### src/rtl/csr_pkg.sv
// Purpose: Shared constants and types for the core special register block.
// Assumes: 8-bit data path and 8-bit special register address space.
// Notes:   Every offset, field position, reset value and encoding lives here.
`default_nettype none

package csr_pkg;

  // Data width of every special register in this block.
  localparam int CSR_DATA_W = 8;

  // Special register addresses reached by direct addressing.
  localparam logic [7:0] CSR_ADDR_STACK_TOP = 8'h81;
  localparam logic [7:0] CSR_ADDR_DATA_POINTER_LOW  = 8'h82;
  localparam logic [7:0] CSR_ADDR_DATA_POINTER_HIGH = 8'h83;
  localparam logic [7:0] CSR_ADDR_STATUS    = 8'hD0;
  localparam logic [7:0] CSR_ADDR_ACCUM     = 8'hE0;

  // Low address nibbles that allow single-bit access.
  localparam logic [3:0] CSR_BIT_NIB_A = 4'h0;
  localparam logic [3:0] CSR_BIT_NIB_B = 4'h8;

  // Reset values.
  localparam logic [7:0] CSR_RST_STACK_TOP = 8'h07;
  localparam logic [7:0] CSR_RST_DATA_POINTER_LOW  = 8'h00;
  localparam logic [7:0] CSR_RST_DATA_POINTER_HIGH = 8'h00;
  localparam logic [7:0] CSR_RST_STATUS    = 8'h00;
  localparam logic [7:0] CSR_RST_ACCUM     = 8'h00;

  // Field positions inside the program status word.
  localparam int CSR_PSW_CARRY  = 7;
  localparam int CSR_PSW_AUX    = 6;
  localparam int CSR_PSW_USER0  = 5;
  localparam int CSR_PSW_BANK_H = 4;
  localparam int CSR_PSW_BANK_L = 3;
  localparam int CSR_PSW_OVFL   = 2;
  localparam int CSR_PSW_USER1  = 1;
  localparam int CSR_PSW_PARITY = 0;

  // Largest product that still fits in one byte.
  localparam logic [15:0] CSR_MUL_BYTE_MAX = 16'h00FF;

  // Arithmetic operations the core may ask for.
  typedef enum logic [2:0] {
    CSR_OP_NONE,
    CSR_OP_ADD,
    CSR_OP_ADDC,
    CSR_OP_SUBB,
    CSR_OP_MUL,
    CSR_OP_DIV
  } csr_alu_op_t;

  // Result of one arithmetic operation with its flag effects.
  typedef struct packed {
    logic       valid;     // An arithmetic operation was carried out.
    logic [7:0] result;    // New accumulator value.
    logic [7:0] aux;       // Product high byte or division remainder.
    logic       carry;     // New carry flag.
    logic       aux_carry; // New auxiliary carry flag.
    logic       ovfl;      // New overflow flag.
  } csr_alu_res_t;

  // Complete state of the register block.
  typedef struct packed {
    logic [7:0]  accum;      // Accumulator.
    logic [7:0]  stack_top;  // Stack top pointer.
    logic [7:0]  data_pointer_low;   // Data pointer low byte.
    logic [7:0]  data_pointer_high;  // Data pointer high byte.
    logic        carry;      // Carry flag.
    logic        aux_carry;  // Auxiliary carry flag.
    logic        user0;      // User flag zero.
    logic [1:0]  bank;       // Working register bank select.
    logic        ovfl;       // Overflow flag.
    logic        user1;      // User flag one.
    logic        parity;     // Parity of the accumulator.
    logic [7:0]  rd_data;    // Registered read data.
    logic        rd_hit;     // Registered read hit indication.
    logic [7:0]  alu_aux;    // Registered auxiliary arithmetic result.
  } csr_state_t;

endpackage : csr_pkg

`default_nettype wire

### src/rtl/csr_core_regs.sv
// Purpose: Core special registers: accumulator, status word, stack top
//          pointer and the two data pointer bytes.
// Assumes: Inputs synchronous to CORE_CLK_IN; one access per cycle.
// Notes:   Direct special register reads answer one cycle later.
//
// Contract
// - Low data pointer byte forms pointer low
// - High byte forms upper; both reset zero
// - Stack top pointer resets to 0x07
// - Push increments stack pointer before write
// - Carry set on carry or borrow
// - Aux carry set on nibble carry or borrow
// - Two user flags changed only by software
// - Bank select bits choose register bank base
// - Signed overflow on add or subtract
// - Overflow when product exceeds 255
// - Overflow on divide by zero
// - Otherwise those operations clear overflow
// - Parity bit is read only
// - Eight-bit accumulator resets to zero
// - Bit access only at addresses x0, x8
`default_nettype none

module csr_core_regs
  import csr_pkg::*;
#(
  parameter int DATA_W = CSR_DATA_W  // Register width; only 8 is served.
)
(
  // Clock and reset.
  input  wire logic        CORE_CLK_IN,
  input  wire logic        RST_N_IN,
  // Direct special register access.
  input  wire logic [7:0]  SFR_ADDR_IN,
  input  wire logic        SFR_WR_IN,
  input  wire logic        SFR_RD_IN,
  input  wire logic [7:0]  SFR_WDATA_IN,
  input  wire logic        SFR_BIT_IN,
  input  wire logic [2:0]  SFR_BIT_POS_IN,
  output logic [7:0]       SFR_RDATA_OUT,
  output logic             SFR_RD_HIT_OUT,
  // Arithmetic request from the core.
  input  wire csr_alu_op_t ALU_OP_IN,
  input  wire logic [7:0]  ALU_OPERAND_IN,
  output logic [7:0]       ALU_AUX_OUT,
  // Stack requests from the core.
  input  wire logic        PUSH_IN,
  input  wire logic        POP_IN,
  // Views of the register contents.
  output logic [15:0]      DATA_POINTER_OUT,
  output logic [7:0]       STACK_TOP_OUT,
  output logic [7:0]       ACCUMULATOR_OUT,
  output logic [7:0]       STATUS_WORD_OUT,
  output logic [7:0]       BANK_BASE_OUT
);

  // Refuse widths the byte-wide decode cannot serve.
  if (DATA_W != 8)
  begin : g_width_check
    $error("csr_core_regs supports only an 8-bit data width.");
  end

  csr_state_t   st_ff;      // Registered state.
  csr_state_t   nxt_st;     // Next state.
  csr_alu_res_t alu_res;    // Outcome of the current arithmetic request.
  logic         bit_ok;     // Bit access allowed at this address.
  logic         wr_en;      // Effective write is taking place.
  logic [7:0]   wr_mask;    // Bits changed by this write.
  logic [7:0]   wr_val;     // Data aligned to the written bits.
  logic [7:0]   psw_now;    // Status word as stored now.
  logic [7:0]   psw_new;    // Status word after a software write.

  // Odd number of ones gives a high parity bit.
  function automatic logic odd_parity(input logic [7:0] val);
    odd_parity = ^val;
  endfunction

  // Merge written bits into an old byte under a mask.
  function automatic logic [7:0] merge_bits(input logic [7:0] old_val,
                                           input logic [7:0] new_val,
                                           input logic [7:0] mask);
    merge_bits = (old_val & ~mask) | (new_val & mask);
  endfunction

  // Assemble the status word from its stored fields.
  function automatic logic [7:0] pack_psw(input csr_state_t s);
    logic [7:0] w;
    w = 8'h00;
    w[CSR_PSW_CARRY]  = s.carry;
    w[CSR_PSW_AUX]    = s.aux_carry;
    w[CSR_PSW_USER0]  = s.user0;
    w[CSR_PSW_BANK_H] = s.bank[1];
    w[CSR_PSW_BANK_L] = s.bank[0];
    w[CSR_PSW_OVFL]   = s.ovfl;
    w[CSR_PSW_USER1]  = s.user1;
    w[CSR_PSW_PARITY] = s.parity;
    pack_psw = w;
  endfunction

  // Arithmetic and flag computation.
  csr_flag_unit u_flag_unit
  (
    .op_in      (ALU_OP_IN),
    .acc_in     (st_ff.accum),
    .operand_in (ALU_OPERAND_IN),
    .carry_in   (st_ff.carry),
    .aux_in     (st_ff.aux_carry),
    .ovfl_in    (st_ff.ovfl),
    .res_out    (alu_res)
  );

  // Bit access is only honoured where the low address nibble allows it;
  // elsewhere a bit write is dropped entirely rather than widened.
  always_comb
  begin
    bit_ok  = (SFR_ADDR_IN[3:0] == CSR_BIT_NIB_A) ||
              (SFR_ADDR_IN[3:0] == CSR_BIT_NIB_B);
    wr_en   = SFR_WR_IN && (!SFR_BIT_IN || bit_ok);
    wr_mask = SFR_BIT_IN ? (8'h01 << SFR_BIT_POS_IN) : 8'hFF;
    wr_val  = SFR_BIT_IN ? ({8{SFR_WDATA_IN[0]}}) : SFR_WDATA_IN;
    psw_now = pack_psw(st_ff);
    psw_new = merge_bits(psw_now, wr_val, wr_mask);
  end

  // Next-state logic: software writes first, then core operations.
  always_comb
  begin
    nxt_st = st_ff;

    // Software writes through direct addressing.
    if (wr_en)
    begin
      case (SFR_ADDR_IN)
        CSR_ADDR_STACK_TOP:
        begin
          nxt_st.stack_top = merge_bits(st_ff.stack_top, wr_val, wr_mask);
        end
        CSR_ADDR_DATA_POINTER_LOW:
        begin
          nxt_st.data_pointer_low = merge_bits(st_ff.data_pointer_low, wr_val, wr_mask);
        end
        CSR_ADDR_DATA_POINTER_HIGH:
        begin
          nxt_st.data_pointer_high = merge_bits(st_ff.data_pointer_high, wr_val, wr_mask);
        end
        CSR_ADDR_STATUS:
        begin
          // The parity position is not taken from the write.
          nxt_st.carry     = psw_new[CSR_PSW_CARRY];
          nxt_st.aux_carry = psw_new[CSR_PSW_AUX];
          nxt_st.user0     = psw_new[CSR_PSW_USER0];
          nxt_st.bank      = {psw_new[CSR_PSW_BANK_H],
                              psw_new[CSR_PSW_BANK_L]};
          nxt_st.ovfl      = psw_new[CSR_PSW_OVFL];
          nxt_st.user1     = psw_new[CSR_PSW_USER1];
        end
        CSR_ADDR_ACCUM:
        begin
          nxt_st.accum = merge_bits(st_ff.accum, wr_val, wr_mask);
        end
        default:
        begin
          // Undefined addresses belong to other blocks; nothing changes here.
          nxt_st = nxt_st;
        end
      endcase
    end

    // Arithmetic wins over a same-cycle software write to the same fields,
    // because the core's result is the later event in program order.
    if (alu_res.valid)
    begin
      nxt_st.accum     = alu_res.result;
      nxt_st.carry     = alu_res.carry;
      nxt_st.aux_carry = alu_res.aux_carry;
      nxt_st.ovfl      = alu_res.ovfl;
      nxt_st.alu_aux   = alu_res.aux;
    end

    // Stack pointer moves on push or pop; push raises it first so the
    // pointer names the slot that the pushed byte goes into.
    if (PUSH_IN && !POP_IN)
    begin
      nxt_st.stack_top = st_ff.stack_top + 8'h01;
    end
    else if (POP_IN && !PUSH_IN)
    begin
      nxt_st.stack_top = st_ff.stack_top - 8'h01;
    end
    else
    begin
      nxt_st.stack_top = nxt_st.stack_top;
    end

    // Parity always follows the accumulator value being stored.
    nxt_st.parity = odd_parity(nxt_st.accum);

    // Read data show the state before this cycle's updates.
    nxt_st.rd_hit  = 1'b0;
    nxt_st.rd_data = 8'h00;
    if (SFR_RD_IN)
    begin
      case (SFR_ADDR_IN)
        CSR_ADDR_STACK_TOP:
        begin
          nxt_st.rd_data = st_ff.stack_top;
          nxt_st.rd_hit  = 1'b1;
        end
        CSR_ADDR_DATA_POINTER_LOW:
        begin
          nxt_st.rd_data = st_ff.data_pointer_low;
          nxt_st.rd_hit  = 1'b1;
        end
        CSR_ADDR_DATA_POINTER_HIGH:
        begin
          nxt_st.rd_data = st_ff.data_pointer_high;
          nxt_st.rd_hit  = 1'b1;
        end
        CSR_ADDR_STATUS:
        begin
          nxt_st.rd_data = psw_now;
          nxt_st.rd_hit  = 1'b1;
        end
        CSR_ADDR_ACCUM:
        begin
          nxt_st.rd_data = st_ff.accum;
          nxt_st.rd_hit  = 1'b1;
        end
        default:
        begin
          // Unmapped here: read zero and leave the hit low.
          nxt_st.rd_data = 8'h00;
          nxt_st.rd_hit  = 1'b0;
        end
      endcase
    end
  end

  // State register with synchronous active-low reset.
  always_ff @(posedge CORE_CLK_IN)
  begin
    if (!RST_N_IN)
    begin
      st_ff           <= '0;
      st_ff.accum     <= CSR_RST_ACCUM;
      st_ff.stack_top <= CSR_RST_STACK_TOP;
      st_ff.data_pointer_low  <= CSR_RST_DATA_POINTER_LOW;
      st_ff.data_pointer_high <= CSR_RST_DATA_POINTER_HIGH;
      st_ff.carry     <= CSR_RST_STATUS[CSR_PSW_CARRY];
      st_ff.aux_carry <= CSR_RST_STATUS[CSR_PSW_AUX];
      st_ff.user0     <= CSR_RST_STATUS[CSR_PSW_USER0];
      st_ff.bank      <= CSR_RST_STATUS[CSR_PSW_BANK_H:CSR_PSW_BANK_L];
      st_ff.ovfl      <= CSR_RST_STATUS[CSR_PSW_OVFL];
      st_ff.user1     <= CSR_RST_STATUS[CSR_PSW_USER1];
      st_ff.parity    <= CSR_RST_STATUS[CSR_PSW_PARITY];
    end
    else
    begin
      st_ff <= nxt_st;
    end
  end

  // Outputs come straight from the state flip-flops.
  always_comb
  begin
    SFR_RDATA_OUT    = st_ff.rd_data;
    SFR_RD_HIT_OUT   = st_ff.rd_hit;
    ALU_AUX_OUT      = st_ff.alu_aux;
    DATA_POINTER_OUT = {st_ff.data_pointer_high, st_ff.data_pointer_low};
    STACK_TOP_OUT    = st_ff.stack_top;
    ACCUMULATOR_OUT  = st_ff.accum;
    STATUS_WORD_OUT  = pack_psw(st_ff);
    // Bank base address is bank number times eight.
    BANK_BASE_OUT    = {3'b000, st_ff.bank, 3'b000};
  end

endmodule : csr_core_regs // csr_core_regs

`default_nettype wire

### src/rtl/csr_flag_unit.sv
// Purpose: Arithmetic result and flag computation for the register block.
// Assumes: Purely combinational; the caller registers every output.
// Notes:   Flags not touched by an operation are passed through unchanged.
`default_nettype none

module csr_flag_unit
  import csr_pkg::*;
(
  // Operation request.
  input  wire csr_alu_op_t  op_in,
  input  wire logic [7:0]   acc_in,
  input  wire logic [7:0]   operand_in,
  input  wire logic         carry_in,
  input  wire logic         aux_in,
  input  wire logic         ovfl_in,
  // Computed outcome.
  output csr_alu_res_t      res_out
);

  // Wide intermediates so no carry bit is lost.
  logic [8:0]  sum9;    // Full sum or difference with carry out.
  logic [4:0]  nib5;    // Low nibble sum or difference.
  logic [15:0] prod16;  // Full product.
  logic        cin;     // Carry used by the operation.

  // One combinational process covers every operation.
  always_comb
  begin
    res_out = '0;
    res_out.result    = acc_in;
    res_out.carry     = carry_in;
    res_out.aux_carry = aux_in;
    res_out.ovfl      = ovfl_in;
    cin    = (op_in == CSR_OP_ADD) ? 1'b0 : carry_in;
    sum9   = '0;
    nib5   = '0;
    prod16 = '0;
    case (op_in)
      CSR_OP_ADD, CSR_OP_ADDC:
      begin
        // Carry out of bit 7 and of bit 3 give the two carry flags.
        sum9 = {1'b0, acc_in} + {1'b0, operand_in} + {8'h00, cin};
        nib5 = {1'b0, acc_in[3:0]} + {1'b0, operand_in[3:0]} + {4'h0, cin};
        res_out.valid     = 1'b1;
        res_out.result    = sum9[7:0];
        res_out.carry     = sum9[8];
        res_out.aux_carry = nib5[4];
        // Sign change when both operands agree and the result differs.
        res_out.ovfl = (acc_in[7] == operand_in[7]) &&
                       (sum9[7] != acc_in[7]);
      end
      CSR_OP_SUBB:
      begin
        // A borrow shows as the top bit of the widened difference.
        sum9 = {1'b0, acc_in} - {1'b0, operand_in} - {8'h00, cin};
        nib5 = {1'b0, acc_in[3:0]} - {1'b0, operand_in[3:0]} - {4'h0, cin};
        res_out.valid     = 1'b1;
        res_out.result    = sum9[7:0];
        res_out.carry     = sum9[8];
        res_out.aux_carry = nib5[4];
        res_out.ovfl = (acc_in[7] != operand_in[7]) &&
                       (sum9[7] != acc_in[7]);
      end
      CSR_OP_MUL:
      begin
        prod16 = {8'h00, acc_in} * {8'h00, operand_in};
        res_out.valid     = 1'b1;
        res_out.result    = prod16[7:0];
        res_out.aux       = prod16[15:8];
        res_out.carry     = 1'b0;
        res_out.aux_carry = 1'b0;
        res_out.ovfl      = (prod16 > CSR_MUL_BYTE_MAX);
      end
      CSR_OP_DIV:
      begin
        res_out.valid     = 1'b1;
        res_out.carry     = 1'b0;
        res_out.aux_carry = 1'b0;
        if (operand_in == 8'h00)
        begin
          // Divide by zero leaves the accumulator alone and flags overflow.
          res_out.ovfl = 1'b1;
        end
        else
        begin
          res_out.result = acc_in / operand_in;
          res_out.aux    = acc_in % operand_in;
          res_out.ovfl   = 1'b0;
        end
      end
      default:
      begin
        // No operation: every flag keeps its value.
        res_out.valid = 1'b0;
      end
    endcase
  end

endmodule : csr_flag_unit // csr_flag_unit

`default_nettype wire

### config.mk
export PLATFORM = sky130hd
export DESIGN_NAME = csr_core_regs
export DESIGN_NICKNAME = d
export VERILOG_FILES = /design/src/rtl/csr_pkg.sv /design/src/rtl/csr_core_regs.sv /design/src/rtl/csr_flag_unit.sv
export SDC_FILE = /design/constraint.sdc
export NUM_CORES = 1
export LEC_CHECK = 0
export BUFFER_PORTS_ARGS = -buffer_cell sky130_fd_sc_hd__buf_2
export CORE_MARGIN = 4
export CORE_UTILIZATION = 55
export DETAILED_ROUTE_END_ITERATION = 7
export PLACE_DENSITY = 0.88
export SYNTH_ARGS = -nofsm -noshare
export SYNTH_HDL_FRONTEND = slang
export SYNTH_HIERARCHICAL = 1
export SYNTH_SLANG_ARGS = --single-unit
### constraint.sdc
create_clock -name CORE_CLK_IN -period 16.5 [get_ports CORE_CLK_IN]
set_clock_uncertainty 0.15 [all_clocks]
set_input_delay 0 -clock CORE_CLK_IN [delete_from_list [all_inputs] [get_ports CORE_CLK_IN]]
set_output_delay 0 -clock CORE_CLK_IN [all_outputs]
set_load 0.02 [all_outputs]
== Word level (Yosys, flattened, before mapping) ==
Index checks and enable logic that the tools add are counted.
Word-level totals
  register bits after elaboration: 57
  bits of input ports: 37
  logic and storage cells: 104
Cells by class
  add/sub/neg operators: 10
  multipliers: 1
  div/mod/pow operators: 2
  magnitude comparators: 1
  equal/unequal tests: 16
  shift operators: 1
  mux-type cells: 22
  bitwise gates (word level): 12
  reduce and logical (&&, ||, !) cells: 25
Operators with widths (count)
  8-bit two-way mux: 10
  57-bit two-way mux: 1
  8-bit bitwise AND: 6
  9-bit one-hot mux with 5 select lines: 1
  8-bit == test, second input constant: 5
  8-bit bitwise OR: 5
  8-bit one-hot mux with 4 select lines: 1
  16-bit by 8-bit > comparator with 1-bit output, second input constant: 1
  8-bit by 8-bit multiplier with 16-bit output: 1
  16-bit two-way mux: 1
  8-bit one-hot mux with 2 select lines: 1
  3-bit one-hot mux with 4 select lines: 1
  2-bit AND reduction: 5
  8-bit by 8-bit adder with 9-bit output: 1
  9-bit by 1-bit adder with 9-bit output: 1
  8-bit by 8-bit subtractor with 9-bit output: 1
  9-bit by 1-bit subtractor with 9-bit output: 1
  8-bit by 1-bit adder with 8-bit output, second input constant: 1
  8-bit by 8-bit divider with 8-bit output: 1
  8-bit logical NOT: 1
  8-bit by 8-bit remainder unit with 8-bit output: 1
  8-bit inverter: 1
  8-bit XOR reduction: 1
  1-bit by 3-bit << shifter with 8-bit output, first input constant: 1
  24 further kinds: 40

== Logic depth before layout (Yosys ltp) ==
  depth in word-level cells: 9
  depth in mapped cells: 57

== Modules after synthesis ==
Netlist, hierarchy kept.
By module, submodules not included
  csr_flag_unit: times used 1, cells each 677, area an instance 5161.2 um^2, sequential area each 0.0 um^2
  csr_core_regs: times used 1, cells each 436, area an instance 3445.8 um^2, sequential area each 1141.1 um^2

== Worst setup path before layout ==
No wires, ideal clock.
  path type: register to register
  from: register st_ff, in the netlist ACCUMULATOR_OUT[7]
  to: register st_ff, in the netlist STATUS_WORD_OUT[0]
  arrival time: 11.329 ns
  required time: 16.285 ns
  slack: 4.956 ns
  cell stages (with the launch flop): 53
  buffers on the path: 2
  period minus slack after synthesis: 11.544 ns
  cell sequence: dfxtp_1 > ha_1 > a41oi_1 > a21oi_1 > ha_1 > o21ai_0 > a211oi_4 > mux2_2 > ha_1 > a21oi_1 > a211oi_2 > a2111oi_1 > nor2_1 > ha_1 > o211ai_1 > a211o_1 > nand2_1 > mux2_2 > (+17 left out) > a21oi_1 > o22ai_1 > clkbuf_1 > mux2i_1 > ha_1 > nor2b_1 > o31a_1 > o21ai_0 > nand2b_1 > o41a_1 > nand2_1 > nand3_1 > nand2b_1 > o31ai_1 > xor2_1 > xnor2_1 > xnor3_1 > nor2_1
RTL lines
  start, declared: RTL line csr_core_regs.sv:63  | csr_state_t st_ff;
  start signal, assigned: RTL line csr_core_regs.sv:259  | st_ff <= nxt_st;

==> metrics.md <==
| Metric | Value |
|---|---|
| Clock latency at the later pin of the worst-skew pair | `330 ps` |
| Flip-flop cell with the highest count after synthesis | `dfxtp_1` |
| CP Data Required Time | `16,590 ps` |
| Most instantiated cells after synthesis | `nor2_1 (132), inv_1 (105), ha_1 (100)` |
| Post-synth cell types | `95` |
| Capturing instance or port of the critical path | `STATUS_WORD_OUT[0]` |
| Count of flip-flops with a built-in enable after synthesis | `0` |
| Quantity of I/O buffers inserted on ports | `between 90 and 100` |
| Number of instances in the placed design | `around 1,400` |
| Period Utilization, post-route | `between 80% and 90%` |
| Number of nets in the layout | `1,365` |
| Sequential-to-total area share from yosys stat | `13.3%` |
| Async set or reset register ratio after synthesis | `0%` |
| Clock H-tree levels | `3` |
| Mapped Cells | `1,113` |
| Slew @ Worst Pin | `between 1000 and 1500 ps` |
| Hold Fails Final Rpt | `0` |
| Pwr/cell area | `87.1 mW/mm2` |
| CP Max Fanout | `15` |
| Upper clock frequency limit | `75.2 MHz` |
| Total congestion overflow | `0` |
| Reg2Reg Capture Point | `STATUS_WORD_OUT[0]` |
| Layout Area Growth over Synthesis | `10.9%` |
| Root Buffer | `clkbuf_16` |
| Global-route usage over all layers | `around 30%` |
| DR vias/cell | `around 6.5` |
| Max-capacitance violation count | `0` |
| Startpoint of the worst setup timing path | `ACCUMULATOR_OUT[7]` |
| Time the final worst path needs with I/O delays and setup | `roughly 13,000 ps` |
| Area of the die | `between 0.015 and 0.02 mm2` |
| Hpwl dp | `roughly 21 mm` |
| Netlist area before placement | `0.00861 mm2` |
| Detailed Route WL | `about 28 mm` |
| Row count | `45` |
| Fraction of layout instances using a drive strength above 1 | `between 10% and 20%` |
| Cells taking the most area after synthesis | `ha_1 (15%), dfxtp_1 (13%), fa_1 (9.5%)` |
| Setup violators final | `0` |
| Width of the die | `133 um` |
| Maximum number of pins on one net before global-route repair | `36` |
| Crit Path Category | `flip-flop to flip-flop` |
| Number of standard cells in the final layout excluding fillers | `about 1,400` |
| Final total negative setup slack | `0 ps` |
| Count of antenna diodes in the layout | `0` |
| Die span in y | `between 100 and 150 um` |
| Cell with the largest stage delay on the worst path | `o22ai_1` |
| Clk sinks | `57` |
| Fraction of synthesized cell area taken by the top area cell type | `14.5%` |
| Top routing layer in use | `met4` |
| DRC violations left | `0` |
| Depth of the worst register-to-register path | `51` |
| Antenna violations before repair | `0` |
| Register-to-register setup slack | `roughly 3200 ps` |
| Relative slew margins | `24.2%` |
| Yosys top cell by area | `ha_1` |
| Detailed-route wire length per cell | `19.9 um` |
| Clock-pin slew of the registers on the worst-case setup and hold paths | `about 50 ps` |
| Antenna Nets Post-Route | `0` |
| Unrepaired setup endpoints after global routing | `false` |
| Seq cells post-synth | `57` |
| Classification of the worst-slack hold path | `input pin to flip-flop` |
| Peak supply drop | `0.0710 mV` |
| Placeable Area | `between 0.015 and 0.02 mm2` |
| Data arrival time of the critical path | `13,380 ps` |
| Number of buffers on the longest clock path | `2` |
| Worst hold path cell count | `5` |
| Launching element type of the critical path | `flip-flop` |
| Routability-driven placement congestion ratio | `between 1 and 1.5` |
| CTS Buf Count | `9` |
| Max-slew violation count | `0` |
| Synth warn | `6` |
| Status | `complete, no violations` |
| First-pass GRT wire length | `approximately 44 mm` |
| Critical path's most frequent cell | `ha_1` |
| Post-CTS Setup Bufs | `0` |
| Length of routed wiring on met1 | `between 10 and 15 mm` |
| Nature of the critical path endpoint | `flip-flop` |
| Startpoint of the worst register-to-register path | `ACCUMULATOR_OUT[7]` |
| Drt first pass iters | `7` |
| Total I/O pin count | `~100` |
| Iteration-0 DRC count of the detailed router | `about 1,500` |
| Library cell with the highest instance count after synthesis | `nor2_1` |
| Initial cell density of the core | `between 50% and 60%` |
| Detail Route met3 WL | `approximately 3.3 mm` |
| Total via count after detailed routing | `9,108` |
| Leakage power | `4.49 nW` |
| Maximum single-stage delay on the critical path | `between 800 and 900 ps` |
| CTS tree | `yes` |
| Number of global-route vias before repair | `around 8,600` |
| Routed met2 length | `roughly 12 mm` |
| Mean cell area of the mapped netlist | `7.73 um2` |
==> metal layers <==
layer | GRT usage, % | vias to the layer above
met2 | 47.2 | 646
met3 | 6.68 | 109
met5 | 0 | -
li1 | - | 4128
met1 | 42.1 | 4225
met4 | 10.5 | 0
==> repair_timing <==
action | CTS | global route
resized for setup | 0 | 0
hold endpoints to repair | 24 | 0
hold buffers | 11 | 0
==> worst min-delay path by stage <==
stage	slack (ps)	to	startpoint
after floorplan	-30	ACCUMULATOR_OUT[1]	RST_N_IN
after global placement	170	flip-flop	SFR_WDATA_IN[1]
after detailed placement	170	flip-flop	SFR_WDATA_IN[2]
after CTS	80	flip-flop	SFR_ADDR_IN[5]
after global routing	140	STACK_TOP_OUT[1]	POP_IN
final	100	STACK_TOP_OUT[1]	POP_IN
==> through the flow <==
step	utilization, %	setup WS [ps]	power, W	hold slack, ps	instance area, um2
after floorplan	-	4960	0.000523	-28.3	8630
after global placement	59.9	3920	0.000621	174	9150
after detailed placement	59.9	3410	0.000634	170	9150
after CTS	62.5	3340	0.000818	80.7	9540
after global routing	62.5	2180	0.000886	137	9540
final	62.5	3210	0.000831	104	9540
==> final cells by class <==
type / count / area, um2
well taps: 211 / 264
multi-input cells: 898 / 6810
inverters: 108 / 405
clock inverters: 5 / 57.6
repair buffers: 113 / 638
clock buffers: 10 / 229
fillers: 1283 / 5720
flip-flops and latches: 57 / 1140
==> where the power goes <==
part           internal (W)  total [W]  switching [W]
Combinational      0.000199   0.000488       0.000290
Clock              0.000116   0.000181      0.0000650
Sequential         0.000145   0.000162      0.0000170
Total              0.000460   0.000831       0.000372
==> cell usage in the layout (no fill, tap or decap), drive strengths merged, types with 11 or more instances in the layout <==
master and count:
nand2b 19, xor2 17, buf 102, o21ai 59, inv 105, nand2 87, o21a 20, nand3 24
a21oi 58, nor2 133, a221oi 16, dlygate4sd3 11, and2 11, xnor2 29, nor3 37, ha 100
or3 14, a211oi 11, mux2i 20, dfxtp 57, mux2 14, fa 41
==> worst max-delay path: cells and delay by family, from the launching register on <==
family                     cells  cell delay (ps)
xor gates and xnor gates       3              570
AOI/OAI and AO/OA             26             7130
adders and majority gates      8             2220
buffers and inverters          2              120
and+or+nand+nor               10             1630
DFF                            1              690
muxes                          2              660
==> kinds of logic (layout without fill, tap and decap cells) <==
group | count (synthesis) | in the layout | share of synthesized area (%)
mux | 34 | 34 | 4.16
compound gates | 290 | 290 | 24.2
flops | 57 | 57 | 13.3
fa+ha+maj | 141 | 141 | 24.1
simple gates | 380 | 380 | 21.4
xor+xnor | 47 | 47 | 4.94
buf+inv | 163 | 236 | 7.92
other cells | 1 | 6 | 0.0436
(Power assumes the default switching activity.)
